### config.mk
export PLATFORM = sky130hd
export DESIGN_NAME = pmsd_mode_strap_decoder
export DESIGN_NICKNAME = d
export VERILOG_FILES = /design/src/rtl/pmsd_pkg.sv /design/src/rtl/pmsd_strap_if.sv /design/src/rtl/pmsd_band_dec.sv /design/src/rtl/pmsd_mode_strap_decoder.sv
export SDC_FILE = /design/constraint.sdc
export NUM_CORES = 1
export LEC_CHECK = 0
export BUFFER_PORTS_ARGS = -buffer_cell sky130_fd_sc_hd__buf_2
export CORE_MARGIN = 5
export CORE_UTILIZATION = 30
export DETAILED_ROUTE_END_ITERATION = 8
export SYNTH_ARGS = -nofsm -noshare
export SYNTH_HDL_FRONTEND = slang
export SYNTH_SLANG_ARGS = --single-unit
export TNS_END_PERCENT = 10
### constraint.sdc
create_clock -name i_clk -period 2.8 [get_ports i_clk]
set_input_delay 0.42 -clock i_clk [delete_from_list [all_inputs] [get_ports i_clk]]
set_output_delay 0.42 -clock i_clk [all_outputs]
set_load 0.05 [all_outputs]
### src/rtl/pmsd_pkg.sv
// Constants, types and the mode table of the strap decoder.
// Assumes a 50 MHz clock and a strap level given in millivolts by an ADC.
//
// Contract
// - While reset is low and during power-up the block stays inactive with the pass switch off.
// - On leaving power-up the block takes exactly one sample of the strap level as its mode.
// - The sample maps to sixteen bands that fix type, placement, power and class options.
// - Bands 4 to 7 and 12 to 15 restart by themselves, the rest only after disconnect.
// - In auto-restart the time from a fault to new detection is at least 2.0 s.
// - Once the mode is sampled the shared pin is driven as the status LED output.
// - The latched mode never changes during operation; only a reset takes a new strap.
// - After power-up detection starts with the switch off, and the switch turns on only after a valid detection.
// - In restart-after-disconnect mode detection resumes only when the port reads above 150 kOhm.
package pmsd_pkg;

  localparam int unsigned CLK_KHZ        = 50000;
  localparam int unsigned T_RESTART_MS   = 2000;
  localparam int unsigned T_LED_SLOW_MS  = 333;
  localparam int unsigned T_LED_FAST_MS  = 50;
  localparam int unsigned RESTART_CYC    = T_RESTART_MS * CLK_KHZ;
  localparam int unsigned LED_SLOW_CYC   = T_LED_SLOW_MS * CLK_KHZ;
  localparam int unsigned LED_FAST_CYC   = T_LED_FAST_MS * CLK_KHZ;
  localparam logic [2:0]  SETTLE_CYC     = 3'h3;

  localparam int          MV_W           = 12;
  localparam logic [3:0]  ADDR_CTRL      = 4'h0;
  localparam logic [3:0]  ADDR_STATUS    = 4'h4;
  localparam logic [3:0]  ADDR_MODE      = 4'h8;
  localparam logic        CTRL_RST       = 1'h1;
  localparam int          CTRL_DET_EN    = 0;
  localparam int          ST_VALID_BIT   = 0;
  localparam int          ST_SWITCH_BIT  = 1;
  localparam int          ST_STATE_LSB   = 4;
  localparam int          MD_ENDPT_BIT   = 4;
  localparam int          MD_AUTO_BIT    = 5;
  localparam int          MD_TYPE2_BIT   = 6;
  localparam int          MD_PWR_LSB     = 7;
  localparam int          MD_CLASS_BIT   = 9;
  localparam int          MD_MARK_BIT    = 10;

  localparam logic [1:0]  PWR_7W         = 2'h0;
  localparam logic [1:0]  PWR_15W4       = 2'h1;
  localparam logic [1:0]  PWR_30W        = 2'h2;

  typedef logic [MV_W-1:0] pmsd_mv_t;

  localparam pmsd_mv_t BAND_EDGE_MV [15] = '{
    12'h07a, 12'h152, 12'h224, 12'h2f4, 12'h3c1, 12'h48a, 12'h556, 12'h627,
    12'h6f8, 12'h7c6, 12'h894, 12'h967, 12'ha3a, 12'hb16, 12'hbe4};

  typedef enum logic [2:0] {
    PMSD_OFF, PMSD_SAMPLE, PMSD_DETECT, PMSD_POWER, PMSD_WAIT, PMSD_HOLD
  } pmsd_state_t;

  typedef struct packed {
    logic       endpoint;
    logic       auto_rst;
    logic       type2;
    logic [1:0] power;
    logic       class_bom;
    logic       mark_bom;
  } pmsd_mode_t;

  // The four bands of each group repeat the same type, power and class pattern.
  function automatic pmsd_mode_t pmsd_mode_of(input logic [3:0] band);
    pmsd_mode_t m;
    m.endpoint  = band[3];
    m.auto_rst  = band[2];
    m.type2     = (band[1:0] == 2'h0) || (band[1:0] == 2'h3);
    m.power     = (band[1:0] == 2'h1) ? PWR_7W : (band[1:0] == 2'h2) ? PWR_15W4 : PWR_30W;
    m.class_bom = band[0];
    m.mark_bom  = (band[1:0] == 2'h3);
    return m;
  endfunction

endpackage

### src/rtl/pmsd_strap_if.sv
// Carries the synchronised strap level to the band decoder and the band back.
// Assumes both ends run on the same clock.
`timescale 1ns/1ps
`default_nettype none
interface pmsd_strap_if;
  import pmsd_pkg::*;
  pmsd_mv_t   mv;
  logic [3:0] band;
  modport dec  (input mv, output band);
  modport user (output mv, input band);
endinterface
`default_nettype wire

### src/rtl/pmsd_band_dec.sv
// Combinational decoder from strap millivolts to one of sixteen bands.
// Assumes the level is already stable in the clock domain.
`timescale 1ns/1ps
`default_nettype none
module pmsd_band_dec
  import pmsd_pkg::*;
(
  pmsd_strap_if.dec s
);
  logic [3:0] band;

  // Edges rise, so the last edge reached wins; an equal level counts as reached.
  always_comb begin
    band = 4'h0;
    for (int i = 0; i < 15; i++) begin
      if (s.mv >= BAND_EDGE_MV[i]) begin
        band = 4'(i + 1);
      end
    end
  end

  assign s.band = band;
endmodule
`default_nettype wire

### src/rtl/pmsd_mode_strap_decoder.sv
// Reset handling, strap sampling and restart sequencing of a single PSE port.
// Assumes an ADC code of the strap pin in millivolts and front-end flags from pins.
//
// Design decisions made here: the register offsets and the Avalon-MM register port.
`timescale 1ns/1ps
`default_nettype none
module pmsd_mode_strap_decoder
  import pmsd_pkg::*;
#(
  parameter int unsigned P_RESTART_CYC = RESTART_CYC,
  parameter int unsigned P_SLOW_CYC    = LED_SLOW_CYC,
  parameter int unsigned P_FAST_CYC    = LED_FAST_CYC
) (
  input  wire logic        i_clk,
  input  wire logic        i_rst_n,
  input  wire pmsd_mv_t    i_strap_mv,
  input  wire logic        i_det_ok,
  input  wire logic        i_fault,
  input  wire logic        i_port_open,
  output logic             o_pass_switch,
  output logic             o_status_o,
  output logic             o_status_oe,
  input  wire logic [3:0]  i_avs_address,
  input  wire logic        i_avs_read,
  input  wire logic        i_avs_write,
  input  wire logic [31:0] i_avs_writedata,
  output logic [31:0]      o_avs_readdata,
  output logic             o_avs_waitrequest
);
  pmsd_strap_if strap ();

  pmsd_mv_t    mv_m_q, mv_s_q;
  logic [2:0]  flg_m_q, flg_s_q;
  pmsd_state_t st_q, st_d;
  logic [2:0]  settle_q;
  logic [3:0]  band_q;
  logic        valid_q;
  logic [31:0] tmr_q;
  logic [31:0] blk_q;
  logic        det_en_q;
  logic        pass_q, led_q, oe_q;
  logic        wait_q;
  logic [31:0] rdata_q;

  // Pins from the analog front end are outside the clock domain.
  always_ff @(posedge i_clk or negedge i_rst_n) begin
    if (!i_rst_n) begin
      mv_m_q  <= '0;
      mv_s_q  <= '0;
      flg_m_q <= 3'h0;
      flg_s_q <= 3'h0;
    end else begin
      mv_m_q  <= i_strap_mv;
      mv_s_q  <= mv_m_q;
      flg_m_q <= {i_port_open, i_fault, i_det_ok};
      flg_s_q <= flg_m_q;
    end
  end

  wire logic det_s  = flg_s_q[0];
  wire logic flt_s  = flg_s_q[1];
  wire logic open_s = flg_s_q[2];

  assign strap.mv = mv_s_q;

  pmsd_band_dec u_dec (
    .s (strap.dec)
  );

  wire pmsd_mode_t mode      = pmsd_mode_of(band_q);
  wire logic       tmr_done  = (tmr_q >= P_RESTART_CYC - 1);
  wire logic       settled   = (settle_q == SETTLE_CYC);

  // Sequencing of the port from reset through detection, power and restart.
  always_comb begin
    st_d = st_q;
    unique case (st_q)
      PMSD_OFF: begin
        if (settled) begin
          st_d = PMSD_SAMPLE;
        end
      end
      PMSD_SAMPLE: begin
        st_d = PMSD_DETECT;
      end
      PMSD_DETECT: begin
        if (det_en_q && det_s) begin
          st_d = PMSD_POWER;
        end
      end
      PMSD_POWER: begin
        if (flt_s) begin
          st_d = mode.auto_rst ? PMSD_WAIT : PMSD_HOLD;
        end
      end
      PMSD_WAIT: begin
        if (tmr_done) begin
          st_d = PMSD_DETECT;
        end
      end
      PMSD_HOLD: begin
        if (open_s) begin
          st_d = PMSD_DETECT;
        end
      end
    endcase
  end

  always_ff @(posedge i_clk or negedge i_rst_n) begin
    if (!i_rst_n) begin
      st_q     <= PMSD_OFF;
      settle_q <= 3'h0;
      tmr_q    <= '0;
    end else begin
      st_q     <= st_d;
      settle_q <= settled ? settle_q : settle_q + 3'h1;
      tmr_q    <= (st_q == PMSD_WAIT) ? tmr_q + 32'h1 : 32'h0;
    end
  end

  // The band is taken once; nothing but reset reopens it, so a moved strap is ignored.
  always_ff @(posedge i_clk or negedge i_rst_n) begin
    if (!i_rst_n) begin
      band_q  <= 4'h0;
      valid_q <= 1'h0;
    end else if (st_q == PMSD_SAMPLE) begin
      band_q  <= strap.band;
      valid_q <= 1'h1;
    end
  end

  // LED: slow blink while searching, steady when powered, fast blink after a fault.
  wire logic [31:0] blk_top = (st_q == PMSD_DETECT) ? P_SLOW_CYC - 1 : P_FAST_CYC - 1;
  wire logic        blk_end = (blk_q >= blk_top);
  wire logic        led_d   = (st_q == PMSD_POWER) ? 1'h1 :
                              (st_q == PMSD_OFF || st_q == PMSD_SAMPLE) ? 1'h0 :
                              (blk_end ? !led_q : led_q);

  always_ff @(posedge i_clk or negedge i_rst_n) begin
    if (!i_rst_n) begin
      blk_q  <= '0;
      led_q  <= 1'h0;
      oe_q   <= 1'h0;
      pass_q <= 1'h0;
    end else begin
      blk_q  <= blk_end ? 32'h0 : blk_q + 32'h1;
      led_q  <= led_d;
      oe_q   <= valid_q;
      pass_q <= (st_d == PMSD_POWER);
    end
  end

  assign o_pass_switch = pass_q;
  assign o_status_o    = led_q;
  assign o_status_oe   = oe_q;

  // Avalon slave with one wait state: the answer comes on the second edge of a request.
  wire logic req    = i_avs_read || i_avs_write;
  wire logic accept = req && !wait_q;
  wire logic wr_ctl = accept && i_avs_write && (i_avs_address == ADDR_CTRL);

  wire logic [31:0] rd_ctrl   = {31'h0, det_en_q};
  wire logic [31:0] rd_status = {25'h0, st_q, 2'h0, pass_q, valid_q};
  wire logic [31:0] rd_mode   = {21'h0, mode.mark_bom, mode.class_bom, mode.power,
                                 mode.type2, mode.auto_rst, mode.endpoint, band_q};
  wire logic [31:0] rd_mux    = (i_avs_address == ADDR_CTRL)   ? rd_ctrl   :
                                (i_avs_address == ADDR_STATUS) ? rd_status :
                                (i_avs_address == ADDR_MODE)   ? rd_mode   : 32'h0;

  always_ff @(posedge i_clk or negedge i_rst_n) begin
    if (!i_rst_n) begin
      wait_q   <= 1'h1;
      rdata_q  <= 32'h0;
      det_en_q <= CTRL_RST;
    end else begin
      wait_q   <= !(req && wait_q);
      rdata_q  <= (req && wait_q && i_avs_read) ? rd_mux : rdata_q;
      det_en_q <= wr_ctl ? i_avs_writedata[CTRL_DET_EN] : det_en_q;
    end
  end

  assign o_avs_readdata    = rdata_q;
  assign o_avs_waitrequest = wait_q;
endmodule
`default_nettype wire

==> results of run 1 <==
[power by group through the flow]
| stage | logic [mW] | registers [mW] | clock network, mW |
|---|---|---|---|
| 2_1_floorplan | 0.540 | 2.05 | 0 |
| 3_3_place_gp | 0.854 | 1.98 | 0 |
| 3_5_place_dp | 0.865 | 1.99 | 0 |
| 4_1_cts | 0.872 | 1.95 | 2.11 |
| 5_1_grt | 0.962 | 1.97 | 2.19 |
| 6_report | 0.858 | 1.95 | 2.05 |
[layout by cell type, fill, tap and decap left out, types with 6 or more instances in the layout]
cell and n:
a21oi_1 12, xor2_1 14, nand2_1 52, xnor2_1 37
and4_1 6, nand3_1 26, buf_4 13, and3_1 8
nor2_1 76, conb_1 28, nor3_1 25, o21ai_0 27
dfrtp_1 119, inv_1 20, ha_1 15, nand4_1 10
nor4_1 10, buf_2 37, clkbuf_16 17, a211oi_1 7
[cell type report]
type,count,area (um^2)
multi-input combinational,433,2610
fill,1911,12400
inverter,20,75.1
sequential,121,3030
tap,265,332
clock inverter,14,124
timing repair buffer,51,303
clock buffer,18,439
[metal layers]
| metal | up-vias | share of wire, % | global-route usage (%) |
|---|---|---|---|
| met1 | 2042 | 47 | 14.7 |
| met4 | 0 | 1.2 | 4.30 |
| met2 | 89 | 47 | 16.5 |
| met3 | 10 | 4.3 | 2.42 |
| met5 | - | 0 | 0 |
| li1 | 2122 | - | - |
[registers in the layout (all words and copies together) (netlist names)]
register / flops
o_status_o: 1
o_avs_readdata: 11
flg_m_q: 3
band_q: 4
mv_m_q: 12
flg_s_q: 3
settle_q: 3
valid_q: 1
o_pass_switch: 1
tmr_q: 32
o_avs_waitrequest: 1
mv_s_q: 12
o_status_oe: 1
st_q: 3
blk_q: 32
det_en_q: 1
[critical path, cell delays in order, from the launching register on]
cell      delay [ns]
dfrtp_1         0.34
inv_1           0.05
or3_1           0.51
inv_1           0.23
ha_1            0.26
o211ai_1        0.18
a21oi_1         0.07
o311ai_2        0.33
nand2_1         0.12
buf_4           0.21
nor2_1          0.13
[final timing paths]
kind	endpoint	slack, ns
worst max register to register	blk_q[19]	0.28
min in group i_clk	mv_m_q[3]	0.10
worst max-delay path	blk_q[19]	0.28
max in group asynchronous	blk_q[11]	2.07
worst min register to register	mv_s_q[6]	0.34
worst min-delay path	mv_m_q[3]	0.03
[stage by stage]
stage                     utilization (%)  instances
after floorplan                         -        616
after global placement               32.8        890
after detailed placement             32.8        890
after CTS                            35.8        922
after global routing                 35.8        922
final                                35.8        922
[Yosys cell counts, types with 2 or more instances]
library cell | count | area [um^2]
o21bai_1 | 2 | 15.0
nor4_2 | 4 | 50.1
o22a_1 | 2 | 17.5
a21oi_1 | 12 | 60.1
xor2_1 | 14 | 123
dfrtp_1 | 119 | 2980
a21boi_0 | 3 | 22.5
or2_2 | 4 | 25.0
xnor2_1 | 37 | 324
nand3b_1 | 2 | 15.0
and3_1 | 8 | 50.1
a22oi_1 | 3 | 22.5
inv_1 | 20 | 75.1
nor4_1 | 10 | 62.6
nor3b_1 | 2 | 15.0
o31ai_1 | 2 | 15.0
buf_4 | 21 | 158
nand4_1 | 10 | 62.6
nand3_1 | 26 | 130
nor3_1 | 25 | 125
a2111o_1 | 2 | 22.5
o311ai_0 | 2 | 17.5
dfstp_2 | 2 | 52.6
or3_1 | 5 | 31.3
nor2_1 | 76 | 285
clkbuf_1 | 18 | 67.6
buf_2 | 2 | 10.0
nand2_1 | 52 | 195
a211oi_1 | 7 | 52.6
ha_1 | 15 | 188
or4_1 | 4 | 30.0
o21ai_0 | 27 | 135
a31oi_1 | 5 | 31.3
o22ai_1 | 4 | 25.0
a31o_2 | 2 | 17.5
a21o_1 | 2 | 15.0
and4_1 | 6 | 52.6
mux2_2 | 2 | 22.5
nor2b_1 | 3 | 18.8
nand2b_1 | 5 | 31.3
and2_1 | 4 | 25.0
[kinds of logic (layout without fill, tap and decap cells)]
kind of cell	count (synthesis)	in the layout	synth area share, %
buffers and inverters	62	103	5.49
xor gates and xnor gates	51	51	7.62
muxes	2	2	0.384
adders and majority gates	15	15	3.20
AOI/OAI and AO/OA	86	86	9.78
other	1	28	0.0640
DFF	121	121	51.7
and+or+nand+nor	251	251	21.8
==> summary.txt, run 1 <==
Run status
  • Status: complete, no violations

Setup path
  • Crit Path Class: reg2reg
  • CP max FO: 14
  • CP Capture Type: register
  • Reg2reg start: st_q[1]
  • Data arrival, critical path: 2.85 ns
  • Crit path from: st_q[1]
  • Worst setup SP type: register
  • Cells on worst reg2reg path: 10
  • Worst EP required: 3.13 ns

CTS
  • CTS root buf: clkbuf_16
  • CTS buffer count: 17
  • Postcts setup bufs: 0
  • CTS resizes: 0
  • CTS tree: done
  • Worst skew pair latency: 0.42 ns
  • Sink Count: 121
  • # hold bufs at CTS: 0
  • Clk slew on worst S/H paths: 0.06 ns
  • Clock H-tree levels: 4
  • Clock buffer depth: 2

Layout
  • NumNets Final: 714
  • Share of layout cells above drive strength 1: 15.7%
  • Diode count: 0
  • P&R area growth vs syn: 18.0%
  • Post-route cell area: 6910 um^2

Placed design
  • Routability congestion estimate: 0.801
  • Setup WS pre-CTS: 0.257 ns
  • Hpwl dp: 7.85 mm
  • Placed cell area: 6350 um^2
  • Number of port buffers: 38

Hold path
  • Tightest Hold Check Type: in2async

Yosys
  • Synthesized flop and latch total: 121
  • Gate Count Post-Synth: 589
  • Post-synth cell types: 59
  • Asr flop ratio synth: 100%
  • Syn avg cell area: 9.95 um^2
  • Yosys warning total: 0
  • Ys flop type: dfrtp_1
  • Post-synthesis cell area: 5860 um^2
  • Register area share after synthesis: 51.7%
  • EDFF count, synth: 0

STA
  • Fin. max-slew vios: 0
  • Final Hold Fails: 0
  • Worst Skew: 0.0144 ns
  • RSZ-0062 raised after global routing: false
  • Worst rel slew slack: 54.0%
  • Final Setup Violations: 0
  • Hold_ws: 0.0331 ns
  • FMAX: 397 MHz
  • Setup ws final: 0.282 ns
  • Slew @ Worst Pin: 0.684 ns
  • Period utilisation layout: 89.9%
  • Final Critical Period: 2.52 ns
  • Fin Setup TNS: 0 ns

Power and ir drop
  • Combinational power share: 17.6%
  • Clk pwr share: 42.2%
  • Worst vdd ir: 0.340 mV
  • Register share of total power: 40.1%
  • P_int: 3.40 mW
  • Switching power total: 1.46 mW
  • Switching Share: 30.1%
  • Power Total: 4.86 mW
  • Lkg Pwr: 2.85 nW
  • Ratio of total power to cell area: 704 nW/um^2

Route
  • Drt pass-1 iters: 4
  • # DRC: 0
  • Final wirelength: 11.4 mm
  • Initial DRC Count: 297
  • Post-route ant nets: 0
  • Average wire per standard cell: 12.4 um
  • Vias: 4263
  • Vias/cell: 4.62

Run
  • Max-cap violations: 0

Global routing
  • First-pass GRT wire length: 19.7 mm
  • Initial antenna violation count: 0
  • Total Routing Usage GR: 10.7%
  • Largest net degree at the start of global routing: 53
  • GR Overflow Total: 0
  • Vias in the first global route: 4085

Floorplanning
  • Die W: 150 um
  • Die Footprint: 22400 um^2
  • Row count: 51
  • Starting Density: 30.3%
  • Ports: 91
  • Core ar.: 19300 um^2
  • Die height: 150 um
Power figures use the tool's default switching activity.
==> run 2, diff against run 1 <==
Settings changed: CELL_PAD_IN_SITES_DETAIL_PLACEMENT set to 0, CELL_PAD_IN_SITES_GLOBAL_PLACEMENT set to 1, PLACE_DENSITY_LB_ADDON set to 0.1.
==> summary.txt, run 2 (synthesized netlist as in run 1, its figures left out) <==
Route
  • Final wirelength: 12.6 mm
  • # DRC: 0
  • Vias/cell: 4.56
  • Vias: 4216
  • Drt pass-1 iters: 4
  • Post-route ant nets: 0
  • Initial DRC Count: 203
  • Average wire per standard cell: 13.6 um

Setup path
  • Max incr delay on CP: 0.54 ns
  • Data arrival, critical path: 2.87 ns
  • Worst EP required: 3.14 ns
  • Cells on worst reg2reg path: 9
  • CP Capture Type: register
  • Worst setup SP type: register
  • Reg2reg start: st_q[0]
  • Crit path from: st_q[0]
  • Slowest-stage cell, CP: or3_1
  • Crit-path cells: or3_1 -> inv_1 -> ha_1 -> o211ai_1 -> a21oi_1 -> o311ai_2 -> nand2_1 -> buf_4 -> nor2_1
  • Crit Path Class: reg2reg
  • Buf+Inv Stages, Crit Path: 2
  • Crit-path leading delay family: simple AND/OR/NAND/NOR gates
  • R2R Path End: blk_q[14]
  • Reg2reg setup slack: 0.26 ns
  • CP max FO: 14

Placed design
  • Hpwl dp: 8.63 mm
  • Setup WS pre-CTS: 0.206 ns
  • Routability congestion estimate: 0.787
  • Number of port buffers: 38

Hold path
  • Hold Crit Start: i_det_ok
  • Worst Hold End: flg_m_q[0]
  • WHS Path Cells: 1
  • Tightest Hold Check Type: in2reg

STA
  • RSZ-0062 raised after global routing: false
  • Period utilisation layout: 90.6%
  • Setup ws final: 0.264 ns
  • Worst Skew: 0.0126 ns
  • Fin Setup TNS: 0 ns
  • Fin. max-slew vios: 0
  • Slew @ Worst Pin: 0.670 ns
  • FMAX: 394 MHz
  • Final Hold Fails: 0
  • Final Critical Period: 2.54 ns
  • Worst rel slew slack: 54.8%
  • Final Setup Violations: 0

CTS
  • Clk slew on worst S/H paths: 0.06 ns
  • Postcts setup bufs: 0
  • Worst skew pair latency: 0.42 ns
  • CTS tree: done
  • Sink Count: 121
  • CTS buffer count: 17
  • Clock H-tree levels: 4
  • CTS root buf: clkbuf_16
  • Clock buffer depth: 2
  • CTS resizes: 0

Layout
  • Commonest non-fill, non-tap cells in the layout: dfrtp_1, nor2_1, nand2_1, xnor2_1, buf_2
  • P&R area growth vs syn: 19.0%
  • Largest registers: blk_q x32, tmr_q x32
  • Share of layout cells above drive strength 1: 15.8%
  • Most common cell after layout, fill and taps aside: dfrtp_1
  • NumNets Final: 716
  • Diode count: 0
  • Fill count: 1951
  • Final Core Density: 36.1%

Global routing
  • Total Routing Usage GR: 11.7%
  • Initial antenna violation count: 0
  • Vias in the first global route: 4193
  • GR Overflow Total: 0
  • First-pass GRT wire length: 20.8 mm
  • Largest net degree at the start of global routing: 66

Floorplanning
  • Die height: 150 um
  • Starting Density: 30.3%
  • Row count: 51
  • Ports: 91
  • Die W: 150 um
  • Core ar.: 19300 um^2
  • Die Footprint: 22400 um^2

Power and ir drop
  • Ratio of total power to cell area: 721 nW/um^2
  • Power Total: 5.03 mW
  • Lkg Pwr: 2.89 nW
  • Worst vdd ir: 0.419 mV

Run status
  • Status: complete, no violations

Run
  • Max-cap violations: 0
run 2: area by class of cell:
| type | count | area (um^2) | share of cell area (%) |
|---|---|---|---|
| timing repair buffer | 53 | 320 | 4.59 |
| tap | 265 | 332 | 4.75 |
| clock buffer | 20 | 467 | 6.69 |
| inverter | 20 | 75.1 | 1.08 |
| multi-input combinational | 433 | 2610 | 37.4 |
| sequential | 121 | 3030 | 43.4 |
| clock inverter | 12 | 141 | 2.03 |
run 2: timing repair:
| item | 4_1_cts | 5_1_grt |
|---|---|---|
| endpoints found under the hold margin | 8 | 0 |
| setup endpoints to repair | 0 | 0 |
| hold buffers | 1 | 0 |
run 2: worst max-delay path by stage:
stage / end / slack [ns] / cells past startpoint
after floorplan: blk_q[10] / 0.32 / 9
after global placement: blk_q[24] / 0.25 / 9
after detailed placement: blk_q[17] / 0.21 / 9
after CTS: blk_q[17] / 0.20 / 9
after global routing: blk_q[22] / 0.02 / 10
final: blk_q[14] / 0.26 / 9
run 2: layer usage:
layer	vias up	share of wire, %	track usage (%)
met5	-	0	0
met4	0	1.3	4.80
met3	12	4.6	3.42
met2	78	46	17.9
met1	2009	48	15.6
li1	2117	-	-
run 2: per-stage QoR:
step	hold WS, ns	area, um^2	cells
2_1_floorplan	0.124	5960	616
3_3_place_gp	0.267	6360	891
3_5_place_dp	0.270	6360	891
4_1_cts	0.0774	6980	924
5_1_grt	0.0858	6980	924
6_report	0.110	6980	924
run 2: where the power goes:
group	switching, mW	internal (mW)	total, mW
clock network	0.823	1.39	2.21
logic	0.567	0.300	0.867
registers	0.0907	1.86	1.95
total	1.48	3.55	5.03
